**src/include/sarrp_consts.svh**
```systemverilog
`ifndef SARRP_CONSTS_SVH
`define SARRP_CONSTS_SVH

// system clock period
`define SARRP_SYS_CLK_NS      20
// result width and bit clock pulses per frame
`define SARRP_RESULT_BITS     16
// conversion time, longest
`define SARRP_CONV_NS         8000
`define SARRP_CONV_CYC        (`SARRP_CONV_NS / `SARRP_SYS_CLK_NS)
// internal bit clock period
`define SARRP_BCLK_NS         440
`define SARRP_BCLK_HALF_CYC   ((`SARRP_BCLK_NS / 2) / `SARRP_SYS_CLK_NS)
// convert command to first internal bit clock
`define SARRP_BCLK_DLY_NS     450
`define SARRP_BCLK_DLY_CYC    (`SARRP_BCLK_DLY_NS / `SARRP_SYS_CLK_NS)
// result buffer depth
`define SARRP_BUF_DEPTH       2
// synchroniser stages
`define SARRP_SYNC_STAGES     2
// reset value of held result
`define SARRP_RESULT_RST      16'h0000

`endif

```
**src/include/sarrp_pkg.sv**
```systemverilog
package sarrp_pkg;

  // conversion sequencer
  typedef enum logic [2:0] {
    CONV_IDLE  = 3'b001,
    CONV_RUN   = 3'b010,
    CONV_STORE = 3'b100
  } sarrp_conv_state_t;

  // internal bit clock generator
  typedef enum logic [2:0] {
    ICLK_IDLE  = 3'b001,
    ICLK_DELAY = 3'b010,
    ICLK_SEND  = 3'b100
  } sarrp_iclk_state_t;

endpackage

```
**src/rtl/sarrp_buf.sv**
```systemverilog
`timescale 1ns/1ns
module sarrp_buf #(
  parameter int WIDTH = 16,
  parameter int DEPTH = 2
) (
  // clock and reset
  input  wire logic             sys_clk_i,
  input  wire logic             reset_n_i,
  // fill side
  input  wire logic             in_valid_i,
  output logic                  in_ready_o,
  input  wire logic [WIDTH-1:0] in_data_i,
  // drain side
  output logic                  out_valid_o,
  input  wire logic             out_ready_i,
  output logic      [WIDTH-1:0] out_data_o
);

  localparam int AW = (DEPTH > 1) ? $clog2(DEPTH) : 1;

  logic [WIDTH-1:0] mem [DEPTH];
  logic [AW-1:0]    wr_ptr;
  logic [AW-1:0]    rd_ptr;
  logic [AW:0]      count;
  logic             push;
  logic             pop;

  assign in_ready_o  = (count != (AW+1)'(DEPTH));
  assign out_valid_o = (count != '0);
  assign push        = in_valid_i && in_ready_o;
  assign pop         = out_valid_o && out_ready_i;
  assign out_data_o  = mem[rd_ptr];

  always_ff @(posedge sys_clk_i or negedge reset_n_i) begin
    if (!reset_n_i) begin
      wr_ptr <= '0;
      rd_ptr <= '0;
      count  <= '0;
    end else begin
      if (push) begin
        wr_ptr <= (wr_ptr == AW'(DEPTH - 1)) ? '0 : wr_ptr + 1'b1;
      end
      if (pop) begin
        rd_ptr <= (rd_ptr == AW'(DEPTH - 1)) ? '0 : rd_ptr + 1'b1;
      end
      if (push && !pop) begin
        count <= count + 1'b1;
      end else if (pop && !push) begin
        count <= count - 1'b1;
      end
    end
  end

  always_ff @(posedge sys_clk_i) begin
    if (push) begin
      mem[wr_ptr] <= in_data_i;
    end
  end

endmodule // sarrp_buf

```
**src/rtl/sarrp_sync.sv**
```systemverilog
`timescale 1ns/1ns
module sarrp_sync #(
  parameter int WIDTH = 1
) (
  // clock and reset
  input  wire logic             sys_clk_i,
  input  wire logic             reset_n_i,
  // asynchronous levels in, synchronised levels out
  input  wire logic [WIDTH-1:0] async_i,
  output logic      [WIDTH-1:0] sync_o
);

  logic [WIDTH-1:0] stage1;

  genvar g;
  generate
    for (g = 0; g < WIDTH; g++) begin : g_bit
      always_ff @(posedge sys_clk_i or negedge reset_n_i) begin
        if (!reset_n_i) begin
          stage1[g] <= 1'b0;
          sync_o[g] <= 1'b0;
        end else begin
          stage1[g] <= async_i[g];
          sync_o[g] <= stage1[g];
        end
      end
    end
  endgenerate

endmodule // sarrp_sync

```
**src/rtl/sarrp_top.sv**
```systemverilog
// How it works
// - output_code_select high sends straight binary, low sends two's complement.
// - with clock_source_select high, data shifts on the host's serial_bit_clock.
// - with clock_source_select low, a convert sends the last result with 16 own pulses.
// - the bit clock pin is driven only when internal clocking is selected.
// - after its burst the internal bit clock stays low.
// - in external mode a rising convert edge or falling select edge gives a sync pulse.
// - in external mode the tag input follows the result, 16 bit clocks late.
// - internal mode data holds across both edges of its bit clock pulse.
// - between internal frames data shows the tag level caught at convert.
// - a falling convert edge with chip select low holds the sample and converts.
// - chip select and read/convert are ORed into the active-low convert term.
// - busy is low from convert until the result is written into the result buffer.
// - power-down blocks conversions and shows the low-power state.
// - power-down keeps the held result readable by external clocking; internal frames need a convert, which it blocks.
`timescale 1ns/1ns
`include "sarrp_consts.svh"
module sarrp_top #(
  parameter int RESULT_BITS   = `SARRP_RESULT_BITS,
  parameter int CONV_CYC      = `SARRP_CONV_CYC,
  parameter int BCLK_HALF_CYC = `SARRP_BCLK_HALF_CYC,
  parameter int BCLK_DLY_CYC  = `SARRP_BCLK_DLY_CYC,
  parameter int BUF_DEPTH     = `SARRP_BUF_DEPTH
) (
  // clock and reset
  input  wire logic                   sys_clk_i,
  input  wire logic                   reset_n_i,
  // host control pins
  input  wire logic                   chip_select_n_i,
  input  wire logic                   read_convert_i,
  input  wire logic                   output_code_select_i,
  input  wire logic                   clock_source_select_i,
  input  wire logic                   power_down_request_i,
  input  wire logic                   tag_i,
  // converter core
  input  wire logic [RESULT_BITS-1:0] conv_result_i,
  output logic                        sample_hold_o,
  output logic                        low_power_o,
  output logic                        busy_o,
  // serial link
  input  wire logic                   serial_bit_clock_i,
  output logic                        serial_bit_clock_o,
  output logic                        serial_bit_clock_oe_o,
  output logic                        serial_data_o,
  output logic                        sync_o
);

  localparam int CW = $clog2(CONV_CYC + 1);
  localparam int PW = $clog2(2 * BCLK_HALF_CYC + BCLK_DLY_CYC + 1);
  localparam int BW = $clog2(RESULT_BITS + 1);

  ////////////////////////////////////////////////////////////////////////
  // pin synchronisation and edges

  logic [6:0] pins_sync;
  logic       cs_n;
  logic       rc;
  logic       code_sel;
  logic       clk_sel;
  logic       pd;
  logic       tag;
  logic       hclk;
  logic       cs_n_d;
  logic       rc_d;
  logic       hclk_d;
  logic       conv_low;
  logic       conv_low_d;

  sarrp_sync #(
    .WIDTH (7)
  ) u_sync (
    .sys_clk_i (sys_clk_i),
    .reset_n_i (reset_n_i),
    .async_i   ({serial_bit_clock_i, tag_i, power_down_request_i,
                 clock_source_select_i, output_code_select_i,
                 read_convert_i, chip_select_n_i}),
    .sync_o    (pins_sync)
  );

  assign cs_n     = pins_sync[0];
  assign rc       = pins_sync[1];
  assign code_sel = pins_sync[2];
  assign clk_sel  = pins_sync[3];
  assign pd       = pins_sync[4];
  assign tag      = pins_sync[5];
  assign hclk     = pins_sync[6];
  assign conv_low = cs_n | rc;

  always_ff @(posedge sys_clk_i or negedge reset_n_i) begin
    if (!reset_n_i) begin
      cs_n_d     <= 1'b1;
      rc_d       <= 1'b1;
      hclk_d     <= 1'b0;
      conv_low_d <= 1'b0; // synchroniser resets low: no false convert edge
    end else begin
      cs_n_d     <= cs_n;
      rc_d       <= rc;
      hclk_d     <= hclk;
      conv_low_d <= conv_low;
    end
  end

  logic convert_edge;
  logic hclk_rise;
  logic ext_arm;
  logic ext_go;

  assign convert_edge = conv_low_d && !conv_low;
  assign hclk_rise    = hclk && !hclk_d;
  assign ext_arm      = clk_sel && ((rc && !rc_d && !cs_n) ||
                                    (!cs_n && cs_n_d && rc));
  assign ext_go       = clk_sel && !cs_n && rc;

  ////////////////////////////////////////////////////////////////////////
  // conversion sequencer

  sarrp_pkg::sarrp_conv_state_t conv_state;
  logic [CW-1:0]                conv_cnt;
  logic                         conv_start;
  logic                         buf_in_ready;
  logic                         buf_in_valid;

  assign conv_start   = convert_edge && !pd &&
                        (conv_state == sarrp_pkg::CONV_IDLE);
  assign buf_in_valid = (conv_state == sarrp_pkg::CONV_STORE);

  always_ff @(posedge sys_clk_i or negedge reset_n_i) begin
    if (!reset_n_i) begin
      conv_state <= sarrp_pkg::CONV_IDLE;
      conv_cnt   <= '0;
    end else begin
      case (conv_state)
        sarrp_pkg::CONV_IDLE: begin
          if (conv_start) begin
            conv_state <= sarrp_pkg::CONV_RUN;
            conv_cnt   <= CW'(CONV_CYC - 1);
          end
        end
        sarrp_pkg::CONV_RUN: begin
          if (conv_cnt == '0) begin
            conv_state <= sarrp_pkg::CONV_STORE;
          end else begin
            conv_cnt <= conv_cnt - 1'b1;
          end
        end
        sarrp_pkg::CONV_STORE: begin
          if (buf_in_ready) begin // busy stays low until latched
            conv_state <= sarrp_pkg::CONV_IDLE;
          end
        end
        default: begin
          conv_state <= sarrp_pkg::CONV_IDLE;
        end
      endcase
    end
  end

  assign busy_o        = (conv_state == sarrp_pkg::CONV_IDLE);
  assign sample_hold_o = (conv_state != sarrp_pkg::CONV_IDLE);
  assign low_power_o   = pd;

  ////////////////////////////////////////////////////////////////////////
  // result buffer and held result

  logic                   buf_out_valid;
  logic                   buf_out_ready;
  logic [RESULT_BITS-1:0] buf_out_data;
  logic [RESULT_BITS-1:0] held_result;
  logic [RESULT_BITS-1:0] coded_result;
  logic                   iclk_busy;

  sarrp_buf #(
    .WIDTH (RESULT_BITS),
    .DEPTH (BUF_DEPTH)
  ) u_buf (
    .sys_clk_i   (sys_clk_i),
    .reset_n_i   (reset_n_i),
    .in_valid_i  (buf_in_valid),
    .in_ready_o  (buf_in_ready),
    .in_data_i   (conv_result_i),
    .out_valid_o (buf_out_valid),
    .out_ready_i (buf_out_ready),
    .out_data_o  (buf_out_data)
  );

  // no update while an internal frame is sending
  assign buf_out_ready = !iclk_busy;

  always_ff @(posedge sys_clk_i or negedge reset_n_i) begin
    if (!reset_n_i) begin
      held_result <= `SARRP_RESULT_RST;
    end else if (buf_out_valid && buf_out_ready) begin
      held_result <= buf_out_data;
    end
  end

  assign coded_result = code_sel ? held_result :
      {~held_result[RESULT_BITS-1], held_result[RESULT_BITS-2:0]};

  ////////////////////////////////////////////////////////////////////////
  // internal bit clock generator

  sarrp_pkg::sarrp_iclk_state_t iclk_state;
  logic [PW-1:0]                iclk_cnt;
  logic [BW-1:0]                iclk_bits;
  logic                         iclk_start;
  logic                         iclk_shift;

  assign iclk_start = conv_start && !clk_sel;
  assign iclk_busy  = (iclk_state != sarrp_pkg::ICLK_IDLE);
  // shift mid-low so each bit spans a whole high pulse
  assign iclk_shift = (iclk_state == sarrp_pkg::ICLK_SEND) &&
                      (iclk_cnt == PW'(BCLK_HALF_CYC / 2));

  always_ff @(posedge sys_clk_i or negedge reset_n_i) begin
    if (!reset_n_i) begin
      iclk_state <= sarrp_pkg::ICLK_IDLE;
      iclk_cnt   <= '0;
      iclk_bits  <= '0;
    end else begin
      case (iclk_state)
        sarrp_pkg::ICLK_IDLE: begin
          if (iclk_start) begin
            iclk_state <= sarrp_pkg::ICLK_DELAY;
            iclk_cnt   <= PW'(BCLK_DLY_CYC - BCLK_HALF_CYC - 1);
          end
        end
        sarrp_pkg::ICLK_DELAY: begin
          if (iclk_cnt == '0) begin
            iclk_state <= sarrp_pkg::ICLK_SEND;
            iclk_bits  <= BW'(RESULT_BITS);
          end else begin
            iclk_cnt <= iclk_cnt - 1'b1;
          end
        end
        sarrp_pkg::ICLK_SEND: begin
          if (iclk_cnt == PW'(2 * BCLK_HALF_CYC - 1)) begin
            iclk_cnt  <= '0;
            iclk_bits <= iclk_bits - 1'b1;
            if (iclk_bits == BW'(1)) begin
              iclk_state <= sarrp_pkg::ICLK_IDLE;
            end
          end else begin
            iclk_cnt <= iclk_cnt + 1'b1;
          end
        end
        default: begin
          iclk_state <= sarrp_pkg::ICLK_IDLE;
        end
      endcase
    end
  end

  always_ff @(posedge sys_clk_i or negedge reset_n_i) begin
    if (!reset_n_i) begin
      serial_bit_clock_o <= 1'b0;
    end else begin
      serial_bit_clock_o <= (iclk_state == sarrp_pkg::ICLK_SEND) &&
          (iclk_cnt >= PW'(BCLK_HALF_CYC - 1)) &&
          (iclk_cnt != PW'(2 * BCLK_HALF_CYC - 1));
    end
  end

  assign serial_bit_clock_oe_o = !clk_sel;

  ////////////////////////////////////////////////////////////////////////
  // sync pulse, external mode

  logic sync_pend;

  always_ff @(posedge sys_clk_i or negedge reset_n_i) begin
    if (!reset_n_i) begin
      sync_pend <= 1'b0;
      sync_o    <= 1'b0;
    end else if (!clk_sel) begin
      sync_pend <= 1'b0;
      sync_o    <= 1'b0;
    end else if (ext_arm) begin
      sync_pend <= 1'b1;
    end else if (hclk_rise) begin
      sync_o    <= sync_pend;
      sync_pend <= 1'b0;
    end
  end

  ////////////////////////////////////////////////////////////////////////
  // output shift register and data pin

  logic [RESULT_BITS-1:0] shreg;
  logic                   idle_tag;
  logic                   next_data;

  always_ff @(posedge sys_clk_i or negedge reset_n_i) begin
    if (!reset_n_i) begin
      idle_tag <= 1'b0;
    end else if (iclk_start) begin
      idle_tag <= tag;
    end
  end

  always_ff @(posedge sys_clk_i or negedge reset_n_i) begin
    if (!reset_n_i) begin
      shreg <= '0;
    end else if (iclk_start || ext_arm) begin
      shreg <= coded_result;
    end else if (iclk_shift && iclk_bits != BW'(RESULT_BITS)) begin
      shreg <= {shreg[RESULT_BITS-2:0], 1'b0};
    end else if (hclk_rise && ext_go && !sync_pend && !ext_arm) begin
      shreg <= {shreg[RESULT_BITS-2:0], tag};
    end
  end

  always_comb begin
    next_data = shreg[RESULT_BITS-1];
    if (!clk_sel && iclk_state != sarrp_pkg::ICLK_SEND) begin
      next_data = idle_tag;
    end
  end

  always_ff @(posedge sys_clk_i or negedge reset_n_i) begin
    if (!reset_n_i) begin
      serial_data_o <= 1'b0;
    end else begin
      serial_data_o <= next_data;
    end
  end

endmodule // sarrp_top
```
**config.mk**
```make
export PLATFORM = sky130hd
export DESIGN_NAME = sarrp_top
export DESIGN_NICKNAME = d
export VERILOG_FILES = /design/src/include/sarrp_pkg.sv /design/src/rtl/sarrp_buf.sv /design/src/rtl/sarrp_sync.sv /design/src/rtl/sarrp_top.sv
export VERILOG_INCLUDE_DIRS = /design/src /design/src/include
export SDC_FILE = /design/constraint.sdc
export NUM_CORES = 1
export LEC_CHECK = 0
export ABC_CLOCK_PERIOD_IN_PS = 2600
export BUFFER_PORTS_ARGS = -buffer_cell sky130_fd_sc_hd__buf_2
export CORE_UTILIZATION = 54
export DETAILED_ROUTE_END_ITERATION = 10
export GPL_ROUTABILITY_DRIVEN = 0
export PLACE_DENSITY = 0.75
export SETUP_SLACK_MARGIN = 0.1
export SLEW_MARGIN = 20
export SYNTH_ARGS = -nofsm -noshare
export SYNTH_HDL_FRONTEND = slang
export SYNTH_SLANG_ARGS = --single-unit
```
**constraint.sdc**
```tcl
create_clock -name sys_clk_i -period 2.6 [get_ports sys_clk_i]
set_clock_uncertainty 0.1 [all_clocks]
set_input_delay 0.78 -clock sys_clk_i [delete_from_list [all_inputs] [get_ports sys_clk_i]]
set_output_delay 0.78 -clock sys_clk_i [all_outputs]
set_load 0.02 [all_outputs]
```
==> results.yml <==
timing:
  setup-tns-final_ps: 0
  worstMarginPinSlew_ps: 928.6
  period_needed_ps: 2480
  finalCritPeriodShare: 0.9537
  fmax_mhz: 403.3
  setup_viol: 0
  drv_slew: 0
  final_hold_viol_count: 0
  rsz0062_at_grt: "yes"
  maxSlewHeadroom: 0.3809
finish:
  fin_nets: 491
  drive_gt1_frac: 0.2463
  areaGrowthSynthToFinish_pct: 17.85
  n_antenna_cell: 0
  seqCellArea_sq_um: 3093
  fillers: 671
  final_cell_count_no_fill: 582
  multi_input_area_sq_um: 1852
placed_design:
  hpwl_mm: 5.897
  placedCellCount: 548
  port-buffer-count: 31
power:
  vdd_drop_max_mv: 0.5749
  power_density_nw_per_um2: 925.1
  p_leak_nw: 2.543
  p_total_mw: 5.564
cts:
  clk_latency_ps: 510
  path_clk_slew_ps: 60
  cts_buffer_depth: 2
  cts_tree: "done"
  root_buffer: "clkbuf_8"
  cts_made_buffers: 17
  cts_sinks: 117
  h-tree-depth: 4
grt:
  grt_max_degree: 36
  grt_use_total: 0.2102
  antenna_found_initial: 0
  overflow: 0
  grt_pass1_wl_mm: 15.90
  grt_pass1_vias: 3283
synth:
  synth.cell_area_sq_um: 5104
  ys_seq_area_frac: 0.6060
  ys.flop_type: "dfrtp_1"
  synth-seq-cells: 117
  syn_nets: 447
  syn_area_per_cell_sq_um: 12.33
  yosys.cell_types.count: 64
  synth_top_area_cell: "dfrtp_1"
  async_flop_share: 0.7265
  synth.top_cells.by_count: "dfrtp_1 (81), nor2_1 (39), a21oi_1 (33), mux2i_1 (33), edfxtp_1 (32)"
  synth_most_common_cell: "dfrtp_1"
  yosys.area.top_type_share: 0.3972
  ys_top_cells_by_area: "dfrtp_1 (40%), edfxtp_1 (19%), mux2i_1 (6.5%), a21oi_1 (3.2%), nor2_1 (2.9%)"
  synth-edff-count: 32
  syn_inst: 414
  yosysWarningCount: 0
setup_path:
  critPathBufInv: 1
  path_class: "flip-flop to output pin"
  cp_max_fo: 3
  path_delay_family: "flip-flops"
  slowest_stage: "dfstp_2"
  crit_chain: "or3b_4 -> buf_2"
  max_stage_delay_ps: 520
  critPathLaunchType: "flip-flop"
  critical_path_arrival_ps: 1600
  critical_path_required_ps: 1720
  crit_path_end_kind: "output pin"
die:
  ios: 32
  die_area_sq_um: 9844
  core_area_sq_um: 9196
  die_w_um: 99.22
  rows: 35
  dieHeight_um: 99.22
  initial_core_util: 0.5550
route:
  drt_iter0_markers: 173
  vias: 3231
  ant_nets: 0
  drc: 0
  viasPerCell: 5.552
  routed_wl_mm: 9.203
  avgRoutedWirePerCell_um: 15.81
  drtPass1Iterations: 5
outcome:
  outcome: "complete, no violations"
worst_hold_path:
  hp-class: "input port to async pin"
job:
  maxCapViolations: 0
area by class of cell:
type	instances	area share
Sequential cell	117	0.5143
Clock buffer	17	0.06886
Multi-Input combinational cell	263	0.3079
Tap cell	111	0.02309
Clock inverter	15	0.02829
Timing Repair Buffer	45	0.04889
Inverter	14	0.008737
per-stage QoR:
stage | setup WS, ps | utilization | cell area (sq um) | hold slack [ps]
after floorplan | 110.7 | - | 5104 | 231.2
after global placement | 431.7 | 0.5879 | 5406 | 234.7
after detailed placement | 364.6 | 0.5879 | 5406 | 234.7
after CTS | 95.45 | 0.6540 | 6015 | 89.41
after global routing | 65.15 | 0.6540 | 6015 | 101.3
final | 120.3 | 0.6540 | 6015 | 95.20
flip-flops by register name, indices dropped and copies added, names as in the netlist, 2 cells and up:
register and count:
shreg 16, u_sync.sync_o 7, iclk_cnt 6, u_buf.mem 32
iclk_bits 5, conv_cnt 9, conv_state 3, held_result 16
u_sync.stage1 7, iclk_state 3, u_buf.count 2
report_power, final:
group	total [mW]	switching (mW)	internal (mW)
clock network	2.26	0.873	1.38
registers	2.48	0.269	2.21
logic	0.830	0.439	0.391
cell usage in the layout (no fill, tap or decap), types with 12 or more instances in the layout:
cell type	count
mux2i_1	33
buf_4	13
inv_1	12
buf_2	29
nor2_1	38
clkbuf_16	16
dfrtp_1	81
nand2_1	27
edfxtp_1	32
a21oi_1	33
metal layers:
| metal | routed length (um) | track usage | vias up |
|---|---|---|---|
| li1 | - | - | 1580 |
| met1 | 4139 | 0.2706 | 1577 |
| met4 | 125 | 0.07692 | 0 |
| met5 | 0 | 0 | - |
| met2 | 4679 | 0.3451 | 57 |
| met3 | 259 | 0.05552 | 17 |
final timing paths:
check | end | start | cells past startpoint | slack, ps
worst max-delay path | sample_hold_o | conv_state[0]$_DFFE_PN1P_ | 2 | 120
worst min-delay path | hclk_d$_DFF_PN0_ | reset_n_i | 1 | 100
worst max register to register | iclk_cnt[1]$_DFFE_PN0P_ | iclk_cnt[0]$_DFFE_PN0P_ | 6 | 370
worst min register to register | u_sync.sync_o[1]$_DFF_PN0_ | u_sync.stage1[1]$_DFF_PN0_ | 0 | 240
max in group asynchronous | conv_state[0]$_DFFE_PN1P_ | reset_n_i | 2 | 1620
min in group sys_clk_i | u_sync.sync_o[1]$_DFF_PN0_ | u_sync.stage1[1]$_DFF_PN0_ | 0 | 240
cell families (layout without fill, tap and decap cells):
group	Yosys count	count (layout)	synth area share
fa+ha+maj	8	8	0.01961
compound gates	88	88	0.1211
flops	117	117	0.6060
simple gates	118	118	0.1275
mux	36	36	0.07134
buf+inv	34	91	0.03211
xor+xnor	13	13	0.02231
timing repair:
item	4_1_cts	5_1_grt
gates cloned	0	0
setup endpoints to repair	2	2
gates resized for setup	4	0
pin swaps	0	0
buffers inserted	2	0
hold buffers	0	0
No activity file was read; power rests on OpenSTA's default activity.
